**src/fcr_regs.sv**
```systemverilog
package fcr_pkg;
   localparam logic [7:0] CMD_WREN    = 8'h06;
   localparam logic [7:0] CMD_WRDI    = 8'h04;
   localparam logic [7:0] CMD_WR_CFG  = 8'h61;
   localparam logic [7:0] CMD_RD_CFG  = 8'h65;
   localparam logic [7:0] CMD_RD_FLAG = 8'h70;
   localparam logic [7:0] CMD_CLR_FLG = 8'h50;
   localparam logic [7:0] CFG_RESET   = 8'hdf;
   localparam logic [7:0] CFG_WMASK   = 8'hdf;
   localparam int CFG_QUAD  = 7;
   localparam int CFG_DUAL  = 6;
   localparam int CFG_HOLD  = 4;
   localparam int CFG_ACCEL = 3;
   localparam int CFG_IMP_HI = 2;
   localparam logic [2:0] IMP_RSV0 = 3'h0;
   localparam logic [2:0] IMP_RSV1 = 3'h4;
   localparam int FLG_READY = 7;
   localparam int FLG_ESUSP = 6;
   localparam int FLG_ERASE = 5;
   localparam int FLG_PROG  = 4;
   localparam int FLG_VPP   = 3;
   localparam int FLG_PSUSP = 2;
   localparam int FLG_PROT  = 1;
   localparam logic [7:0] FLG_ERR_MASK = 8'h3a;
   localparam logic [3:0] BYTE_BITS = 4'h8;
   localparam logic [3:0] LANE_1 = 4'h1;
   localparam logic [3:0] LANE_2 = 4'h2;
   localparam logic [3:0] LANE_4 = 4'h4;
   localparam logic [3:0] OE_EXT  = 4'h2;
   localparam logic [3:0] OE_DUAL = 4'h3;
   localparam logic [3:0] OE_QUAD = 4'hf;
   localparam int PIN_CS = 5;
   localparam int PIN_SCK = 4;
   typedef enum logic [1:0] {ST_CMD, ST_WDATA, ST_RDATA, ST_DONE} fcr_state_t;
endpackage

`timescale 1ns/100ps
`default_nettype none
module fcr_regs
   import fcr_pkg::*;
(
   input  wire logic       clk,
   input  wire logic       rst_b,
   input  wire logic       sclk,
   input  wire logic       cs_b,
   input  wire logic [3:0] dq_in,
   output var  logic [3:0] dq_out,
   output var  logic [3:0] dq_oe,
   input  wire logic       pe_busy,
   input  wire logic       nv_write_busy,
   input  wire logic       erase_susp,
   input  wire logic       prog_susp,
   input  wire logic       erase_fail,
   input  wire logic       prog_fail,
   input  wire logic       prog_one_attempt,
   input  wire logic       program_accel_high_level,
   input  wire logic       data_mult64,
   input  wire logic       vpp_invalid,
   input  wire logic       prot_sector,
   input  wire logic       prot_otp,
   input  wire logic       pe_start,
   input  wire logic       pe_is_erase,
   output var  logic       pe_refused,
   output var  logic       quad_mode,
   output var  logic       dual_mode,
   output var  logic       hold_reset_en,
   output var  logic       vpp_accel_en,
   output var  logic [2:0] drive_code,
   output var  logic       write_en_latch
);
   logic [5:0] pins_raw;
   logic [5:0] pins_s;
   logic [5:0] pins_rst;
   logic       sck_prev_q;
   logic       cs_prev_q;
   logic       sck_rise;
   logic       sck_fall;
   logic       cs_end;
   logic       cs_s;
   logic [3:0] lanes;
   logic [3:0] oe_pat;
   logic [7:0] sr_q;
   logic [7:0] sr_d;
   logic [3:0] cnt_q;
   logic [3:0] cnt_nx;
   logic       byte_done;
   logic [7:0] cmd_q;
   logic [7:0] wdata_q;
   logic       wvalid_q;
   logic       rd_flag_q;
   logic [7:0] tx_q;
   logic [7:0] tx_val;
   logic [3:0] tcnt_q;
   logic [3:0] tcnt_nx;
   logic [7:0] cfg_q;
   logic [7:0] cfg_new;
   logic [7:0] err_q;
   logic [7:0] err_set;
   logic       clr_err;
   logic [7:0] flag_val;
   logic       wel_q;
   fcr_state_t state_q;

   // Select enters inverted so every stage resets to its idle level: no false edge after reset
   assign pins_raw = {!cs_b, sclk, dq_in};
   assign pins_rst = 6'h00;

   for (genvar i = 0; i < 6; i++) begin : g_sync
      fcr_sync u_sync (
         .clk     (clk),
         .rst_b   (rst_b),
         .pin_in  (pins_raw[i]),
         .rst_val (pins_rst[i]),
         .level_q (pins_s[i])
      );
   end

   always_ff @(posedge clk or negedge rst_b) begin
      if (!rst_b) begin
         sck_prev_q <= 1'b0;
         cs_prev_q  <= 1'b1;
      end else begin
         sck_prev_q <= pins_s[PIN_SCK];
         cs_prev_q  <= cs_s;
      end
   end

   assign cs_s     = !pins_s[PIN_CS];
   assign sck_rise = !cs_s && pins_s[PIN_SCK] && !sck_prev_q;
   assign sck_fall = !cs_s && !pins_s[PIN_SCK] && sck_prev_q;
   assign cs_end   = cs_s && !cs_prev_q;

   // Protocol is decoded from the stored register, so it only moves at a write's end
   assign quad_mode = !cfg_q[CFG_QUAD];
   assign dual_mode = !cfg_q[CFG_DUAL] && cfg_q[CFG_QUAD];
   assign hold_reset_en = cfg_q[CFG_HOLD];
   assign vpp_accel_en  = !cfg_q[CFG_ACCEL];
   assign drive_code    = cfg_q[CFG_IMP_HI:0];
   assign write_en_latch = wel_q;

   // Commands and data use the lanes of the active protocol
   always_comb begin
      if (quad_mode) begin
         lanes  = LANE_4;
         oe_pat = OE_QUAD;
         sr_d   = {sr_q[3:0], pins_s[3:0]};
      end else if (dual_mode) begin
         lanes  = LANE_2;
         oe_pat = OE_DUAL;
         sr_d   = {sr_q[5:0], pins_s[1:0]};
      end else begin
         lanes  = LANE_1;
         oe_pat = OE_EXT;
         sr_d   = {sr_q[6:0], pins_s[0]};
      end
   end

   assign cnt_nx    = cnt_q + lanes;
   assign byte_done = sck_rise && (cnt_nx == BYTE_BITS);

   always_ff @(posedge clk or negedge rst_b) begin
      if (!rst_b) begin
         sr_q  <= 8'h00;
         cnt_q <= 4'h0;
      end else if (cs_s) begin
         cnt_q <= 4'h0;
      end else if (sck_rise) begin
         sr_q  <= sr_d;
         cnt_q <= byte_done ? 4'h0 : cnt_nx;
      end
   end

   always_ff @(posedge clk or negedge rst_b) begin
      if (!rst_b) begin
         state_q   <= ST_CMD;
         cmd_q     <= 8'h00;
         wdata_q   <= 8'h00;
         wvalid_q  <= 1'b0;
         rd_flag_q <= 1'b0;
      end else if (cs_s) begin
         state_q <= ST_CMD;
         if (cs_end) begin
            cmd_q    <= 8'h00;
            wvalid_q <= 1'b0;
         end
      end else if (byte_done) begin
         unique case (state_q)
            ST_CMD: begin
               cmd_q <= sr_d;
               if (sr_d == CMD_WR_CFG) begin
                  state_q <= ST_WDATA;
               end else if (sr_d == CMD_RD_CFG || sr_d == CMD_RD_FLAG) begin
                  state_q   <= ST_RDATA;
                  rd_flag_q <= (sr_d == CMD_RD_FLAG);
               end else begin
                  state_q <= ST_DONE;
               end
            end
            ST_WDATA: begin
               wdata_q  <= sr_d;
               wvalid_q <= 1'b1;
               state_q  <= ST_DONE;
            end
            ST_RDATA: state_q <= ST_RDATA;
            ST_DONE:  state_q <= ST_DONE;
         endcase
      end
   end

   // Read data restart from a fresh sample each byte so live flags track the engine
   assign tx_val  = (tcnt_q == 4'h0) ? (rd_flag_q ? flag_val : cfg_q) : tx_q;
   assign tcnt_nx = tcnt_q + lanes;

   always_ff @(posedge clk or negedge rst_b) begin
      if (!rst_b) begin
         tx_q   <= 8'h00;
         tcnt_q <= 4'h0;
         dq_out <= 4'h0;
         dq_oe  <= 4'h0;
      end else if (cs_s) begin
         tcnt_q <= 4'h0;
         dq_oe  <= 4'h0;
      end else if (sck_fall && state_q == ST_RDATA) begin
         dq_oe <= oe_pat;
         if (quad_mode) begin
            dq_out <= tx_val[7:4];
            tx_q   <= {tx_val[3:0], 4'h0};
         end else if (dual_mode) begin
            dq_out <= {2'h0, tx_val[7:6]};
            tx_q   <= {tx_val[5:0], 2'h0};
         end else begin
            dq_out <= {2'h0, tx_val[7], 1'b0};
            tx_q   <= {tx_val[6:0], 1'b0};
         end
         tcnt_q <= (tcnt_nx == BYTE_BITS) ? 4'h0 : tcnt_nx;
      end
   end

   // Reserved impedance codes are refused; the old code stays
   always_comb begin
      cfg_new = (wdata_q & CFG_WMASK) | (cfg_q & ~CFG_WMASK);
      if (wdata_q[CFG_IMP_HI:0] == IMP_RSV0 || wdata_q[CFG_IMP_HI:0] == IMP_RSV1) begin
         cfg_new[CFG_IMP_HI:0] = cfg_q[CFG_IMP_HI:0];
      end
   end

   always_ff @(posedge clk or negedge rst_b) begin
      if (!rst_b) begin
         cfg_q <= CFG_RESET;
         wel_q <= 1'b0;
      end else if (cs_end) begin
         if (cmd_q == CMD_WREN) begin
            wel_q <= 1'b1;
         end else if (cmd_q == CMD_WRDI) begin
            wel_q <= 1'b0;
         end else if (cmd_q == CMD_WR_CFG && wvalid_q && wel_q) begin
            cfg_q <= cfg_new;
            wel_q <= 1'b0;
         end
      end
   end

   assign clr_err = cs_end && (cmd_q == CMD_CLR_FLG);

   always_comb begin
      err_set = 8'h00;
      err_set[FLG_ERASE] = erase_fail || (pe_refused && pe_is_erase);
      err_set[FLG_PROG]  = prog_fail || (pe_refused && !pe_is_erase)
                           || (prog_one_attempt && program_accel_high_level
                               && data_mult64);
      err_set[FLG_VPP]   = vpp_invalid;
      err_set[FLG_PROT]  = prot_sector || prot_otp;
   end

   // A new error in the clearing cycle survives the clear
   always_ff @(posedge clk or negedge rst_b) begin
      if (!rst_b) begin
         err_q <= 8'h00;
      end else if (clr_err) begin
         err_q <= err_set & FLG_ERR_MASK;
      end else begin
         err_q <= (err_q | err_set) & FLG_ERR_MASK;
      end
   end

   assign pe_refused = pe_start && (|err_q);

   always_comb begin
      flag_val = err_q;
      flag_val[FLG_READY] = !(pe_busy || nv_write_busy);
      flag_val[FLG_ESUSP] = erase_susp;
      flag_val[FLG_PSUSP] = prog_susp;
   end

   AST_QUAD_PRIO: assert property (@(posedge clk) disable iff (!rst_b)
      !(quad_mode && dual_mode))
      else $error("quad and dual active together");

   AST_RSV_ZERO: assert property (@(posedge clk) disable iff (!rst_b)
      !cfg_q[5] && !flag_val[0])
      else $error("reserved bit not zero");

   AST_READY: assert property (@(posedge clk) disable iff (!rst_b)
      (pe_busy || nv_write_busy) != flag_val[FLG_READY])
      else $error("ready bit does not track busy");

   AST_SUSP: assert property (@(posedge clk) disable iff (!rst_b)
      flag_val[FLG_ESUSP] == erase_susp && flag_val[FLG_PSUSP] == prog_susp)
      else $error("suspend bits wrong");

   AST_ERR_STICKY: assert property (@(posedge clk) disable iff (!rst_b)
      !clr_err |=> ((err_q & $past(err_q)) == $past(err_q)))
      else $error("error flag dropped without clear");

   AST_ERR_CLR: assert property (@(posedge clk) disable iff (!rst_b)
      (clr_err && err_set == 8'h00) |=> (err_q == 8'h00))
      else $error("clear did not clear error flags");

   AST_REFUSE: assert property (@(posedge clk) disable iff (!rst_b)
      (pe_start && (|err_q)) |=> ($past(pe_is_erase) ? err_q[FLG_ERASE] : err_q[FLG_PROG]))
      else $error("program or erase with pending error not refused");

   AST_PROTO_HOLD: assert property (@(posedge clk) disable iff (!rst_b)
      !cs_end |=> $stable(quad_mode) && $stable(dual_mode))
      else $error("protocol changed outside a write completion");

   AST_PROG_ONE: assert property (@(posedge clk) disable iff (!rst_b)
      (prog_one_attempt && program_accel_high_level && data_mult64) |=> err_q[FLG_PROG])
      else $error("program error not flagged");
endmodule // fcr_regs
`default_nettype wire

```
**src/fcr_sync.sv**
```systemverilog
`timescale 1ns/100ps
`default_nettype none
// Three-stage synchroniser: the level moves only once stages two and three agree
module fcr_sync (
   input  wire logic clk,
   input  wire logic rst_b,
   input  wire logic pin_in,
   input  wire logic rst_val,
   output var  logic level_q
);
   logic s1_q;
   logic s2_q;
   logic s3_q;
   logic seed_q;

   // Reset value is caught after release, never loaded asynchronously from a port
   always_ff @(posedge clk or negedge rst_b) begin
      if (!rst_b) begin
         s1_q   <= 1'b0;
         s2_q   <= 1'b0;
         s3_q   <= 1'b0;
         seed_q <= 1'b0;
      end else begin
         s1_q   <= pin_in;
         s2_q   <= s1_q;
         s3_q   <= s2_q;
         seed_q <= 1'b1;
      end
   end

   always_ff @(posedge clk or negedge rst_b) begin
      if (!rst_b) begin
         level_q <= 1'b0;
      end else if (!seed_q) begin
         level_q <= rst_val;
      end else if (s2_q == s3_q) begin
         level_q <= s3_q;
      end
   end
endmodule // fcr_sync
`default_nettype wire

```
**config.mk**
```make
export PLATFORM = sky130hd
export DESIGN_NAME = fcr_regs
export DESIGN_NICKNAME = d
export VERILOG_FILES = /design/src/fcr_regs.sv /design/src/fcr_sync.sv
export SDC_FILE = /design/constraint.sdc
export NUM_CORES = 1
export LEC_CHECK = 0
export ABC_AREA = 1
export BUFFER_PORTS_ARGS = -buffer_cell sky130_fd_sc_hd__buf_2
export CAP_MARGIN = 30
export CORE_MARGIN = 4
export CORE_UTILIZATION = 59
export CTS_CLUSTER_DIAMETER = 50
export DETAILED_ROUTE_END_ITERATION = 10
export HOLD_SLACK_MARGIN = 0.02
export PLACE_DENSITY_LB_ADDON = 0.12
export RECOVER_POWER = 50
export SLEW_MARGIN = 20
export SYNTH_ARGS = -nofsm -noshare
export SYNTH_HDL_FRONTEND = slang
export SYNTH_SLANG_ARGS = --single-unit
```
**constraint.sdc**
```tcl
create_clock -name clk -period 2.5 [get_ports clk]
set_input_delay 0.125 -clock clk [delete_from_list [all_inputs] [get_ports clk]]
set_output_delay 0.125 -clock clk [all_outputs]
set_load 0.03 [all_outputs]
```
==> metrics.txt <==
register area share after synthesis=51.88%; first-pass GRT wire length=15.48 mm; P_leak=0.002446 µW; post-DR vias/cell=5.241; Worst Tran Pin Value=931.2 ps; I/O pins=39; sum of negative setup slack=0 ps; Hold Path Origin=erase_susp; post-layout min period=2354 ps; final antenna-violating net count=0; Gate Count Post-Synth=504; Critical Path RT=2740 ps; Crit path max-delay family=simple AND/OR/NAND/NOR gates; hpwl dp=6.390 mm; finished layout cell area=4875 µm²; clk sinks=87; flop2flop setup slack=150 ps; class of the worst hold path=in -> reg; Max IR drop VDD=0.0004616 V; total number of vias=3,480; worst reg2reg path depth=5; mean post-synth cell area=8.364 µm²; Row Count=30; worst r2r src=g_sync[5].u_sync.level_q; hold depth=5; RD Place Congestion=0.8900; drt wl/cell=13.63 µm; worst slack at placement=160.7 ps; pins over their slew limit=0; Worst Setup End Kind=flip-flop; startpoint types=flip-flop; Root Driver=clkbuf_8; Die W=92.53 µm; Initial Util=61.37%; worst reg2reg endpoint=err_q[4]; Final setup viols=0; final hold vios=0; ant diodes=0; CP Data Arrival Time=2600 ps; unique cell type count in the Yosys netlist=43; DIE AREA=8561 µm²; total routed wirelength=9.049 mm; Longest Clk Path Bufs=2; total stage count of the critical path=5; WS Path Type=reg -> reg; post_cts resized=0; vias in the first global route=3,303; Synth Cell Area=4215 µm²; DRC=0; Clock Skews=11.68 ps; status=complete, no violations; fmax=424.8 MHz; PwrDens=557.8 nW/µm²; net count after synthesis=532; fin crit share=94.17%; IO Port Bufs=38; max-cap check violation count=0; CTS tree=yes; initial antenna violation count=0; worst path bufs/invs=2; Critical-path top delay cell=dlygate4sd3_1; placed cell area=4499 µm²; largest net degree at the start of global routing=71; Layout area overhead=15.64%; CTS buffer count=9; gr ovfl total=0; Yosys reg bits=87; gr usage total=22.60%; Max-slew headroom=37.92%; CORE AREA=6869 µm²; clock-pin slew on the worst setup and hold paths=90 ps; Clk Latency, worst-skew pair=350 ps; crit path cell chain=or2_2, nor4_1, buf_4, o2111ai_1, dlygate4sd3_1; fin util=70.97%; RSZ-0062 raised after global routing=no; Die Y=92.53 µm; Hold EP=dq_out[0]; Critical Path Fanout Max=13; layout cells sized above 1=17.96%; hold_ws=208.0 ps; CP max stage delay=560 ps; H-tree levels=3; Final WS setup=145.8 ps; nets@finish=591; Starting DRT DRC Count=242; Syn. warnings=0; DRT Pass-1 Iters=7
## timing repair
item | CTS | global route
endpoints found under the setup margin | 0 | 15
setup buffers | 0 | 2
endpoints found under the hold margin | 89 | 0
hold buffers | 14 | 0
## routing by layer
layer / part of all wire, % / global-route usage, % / wire (µm) / vias to the layer above
met4: 2.0 / 9.777 / 182 / 0
met2: 48 / 36.01 / 4325 / 80
met1: 45 / 30.72 / 4114 / 1638
met5: 0 / 0 / 0 / -
li1: - / - / - / 1744
met3: 4.7 / 3.574 / 426 / 18
## through the flow
| stage | total power (µW) | cells |
|---|---|---|
| global route | 2834 | 664 |
| detailed placement | 1629 | 631 |
| finish | 2719 | 664 |
| floorplan | 1555 | 504 |
| global placement | 1624 | 631 |
| CTS | 2753 | 661 |
## flip-flops by register name, indices dropped and copies added (netlist names), 2 cells and up
| signal | flops |
|---|---|
| wdata_q | 7 |
| sr_q | 7 |
| state_q | 2 |
| g_sync.u_sync.s3_q | 6 |
| g_sync.u_sync.s1_q | 6 |
| cfg_q | 7 |
| tcnt_q | 4 |
| g_sync.u_sync.s2_q | 6 |
| err_q | 4 |
| cnt_q | 4 |
| tx_q | 7 |
| dq_out | 4 |
| g_sync.u_sync.level_q | 6 |
| dq_oe | 3 |
| cmd_q | 8 |
## cell usage after synthesis (all sizes together)
library cell | count | area, µm²
nand2 | 127 | 496.7
dfrtp | 79 | 1977
inv | 70 | 265.3
nor2 | 59 | 256.5
nand3 | 42 | 227.7
o21ai | 38 | 216.5
buf | 12 | 93.83
a21oi | 11 | 55.05
dfstp | 8 | 210.2
or2 | 8 | 50.05
ha | 6 | 75.07
nand4 | 5 | 31.28
nor3 | 5 | 30.03
o22ai | 5 | 31.28
a31oi | 4 | 25.02
clkbuf | 4 | 15.01
nor4 | 4 | 31.28
o211ai | 4 | 30.03
a22o | 2 | 17.52
o221ai | 2 | 17.52
a22oi | 1 | 7.510
a41oi | 1 | 8.760
and2 | 1 | 6.260
clkinv | 1 | 3.750
conb | 1 | 3.750
o2111ai | 1 | 8.760
o21a | 1 | 7.510
o21bai | 1 | 7.510
xnor2 | 1 | 8.760
## worst max path at each step
| stage | start | to | slack (ps) |
|---|---|---|---|
| 2_1_floorplan | cfg_q[6] | wdata_q[4] | 250 |
| 5_1_grt | g_sync[5].u_sync.level_q | err_q[4] | 9 |
| 6_report | g_sync[5].u_sync.level_q | err_q[4] | 150 |
| 3_3_place_gp | cfg_q[6] | wdata_q[2] | 270 |
| 4_1_cts | g_sync[5].u_sync.level_q | err_q[4] | 130 |
| 3_5_place_dp | cfg_q[6] | wdata_q[2] | 160 |
## logic make-up (layout without fill, tap and decap cells)
family | after synthesis | count (layout) | synth area share (%)
AND/OR/NAND/NOR | 251 | 252 | 26.80
flip-flops | 87 | 87 | 51.88
buffers and inverters | 87 | 150 | 8.964
AO/OA/AOI/OAI | 71 | 71 | 10.27
adder cells (fa/ha/maj) | 6 | 6 | 1.781
other | 1 | 1 | 0.08896
XOR/XNOR | 1 | 1 | 0.2078
## worst min-delay path: stages
cell and delay, ps:
buf_2 100, nand2_1 50, a31oi_1 120, nand3_1 70, nand3_1 60
## report_power, final
group / switching [µW] / total [µW] / internal (µW)
combinational: 95.0 / 147 / 52.1
sequential: 24.7 / 1470 / 1440
clock: 529 / 1110 / 577
## area by class of cell
class | instances | area [µm²]
fillers | 551 | 1994
flip-flops and latches | 87 | 2187
clock buffers | 9 | 123.9
well taps | 96 | 120.1
inverters | 71 | 269.0
clock inverters | 7 | 102.6
repair buffers | 63 | 411.6
multi-input cells | 331 | 1660
## cell usage in the layout, fill, tap and decap left out, drive strengths merged, types with 8 or more instances in the layout
cell type	count
dfstp	8
nor2	59
buf	47
a21oi	11
dlygate4sd3	14
or2	8
clkbuf	11
dfrtp	79
inv	73
nand2	127
nand3	43
o21ai	38
No activity file was read; power rests on OpenSTA's default activity.
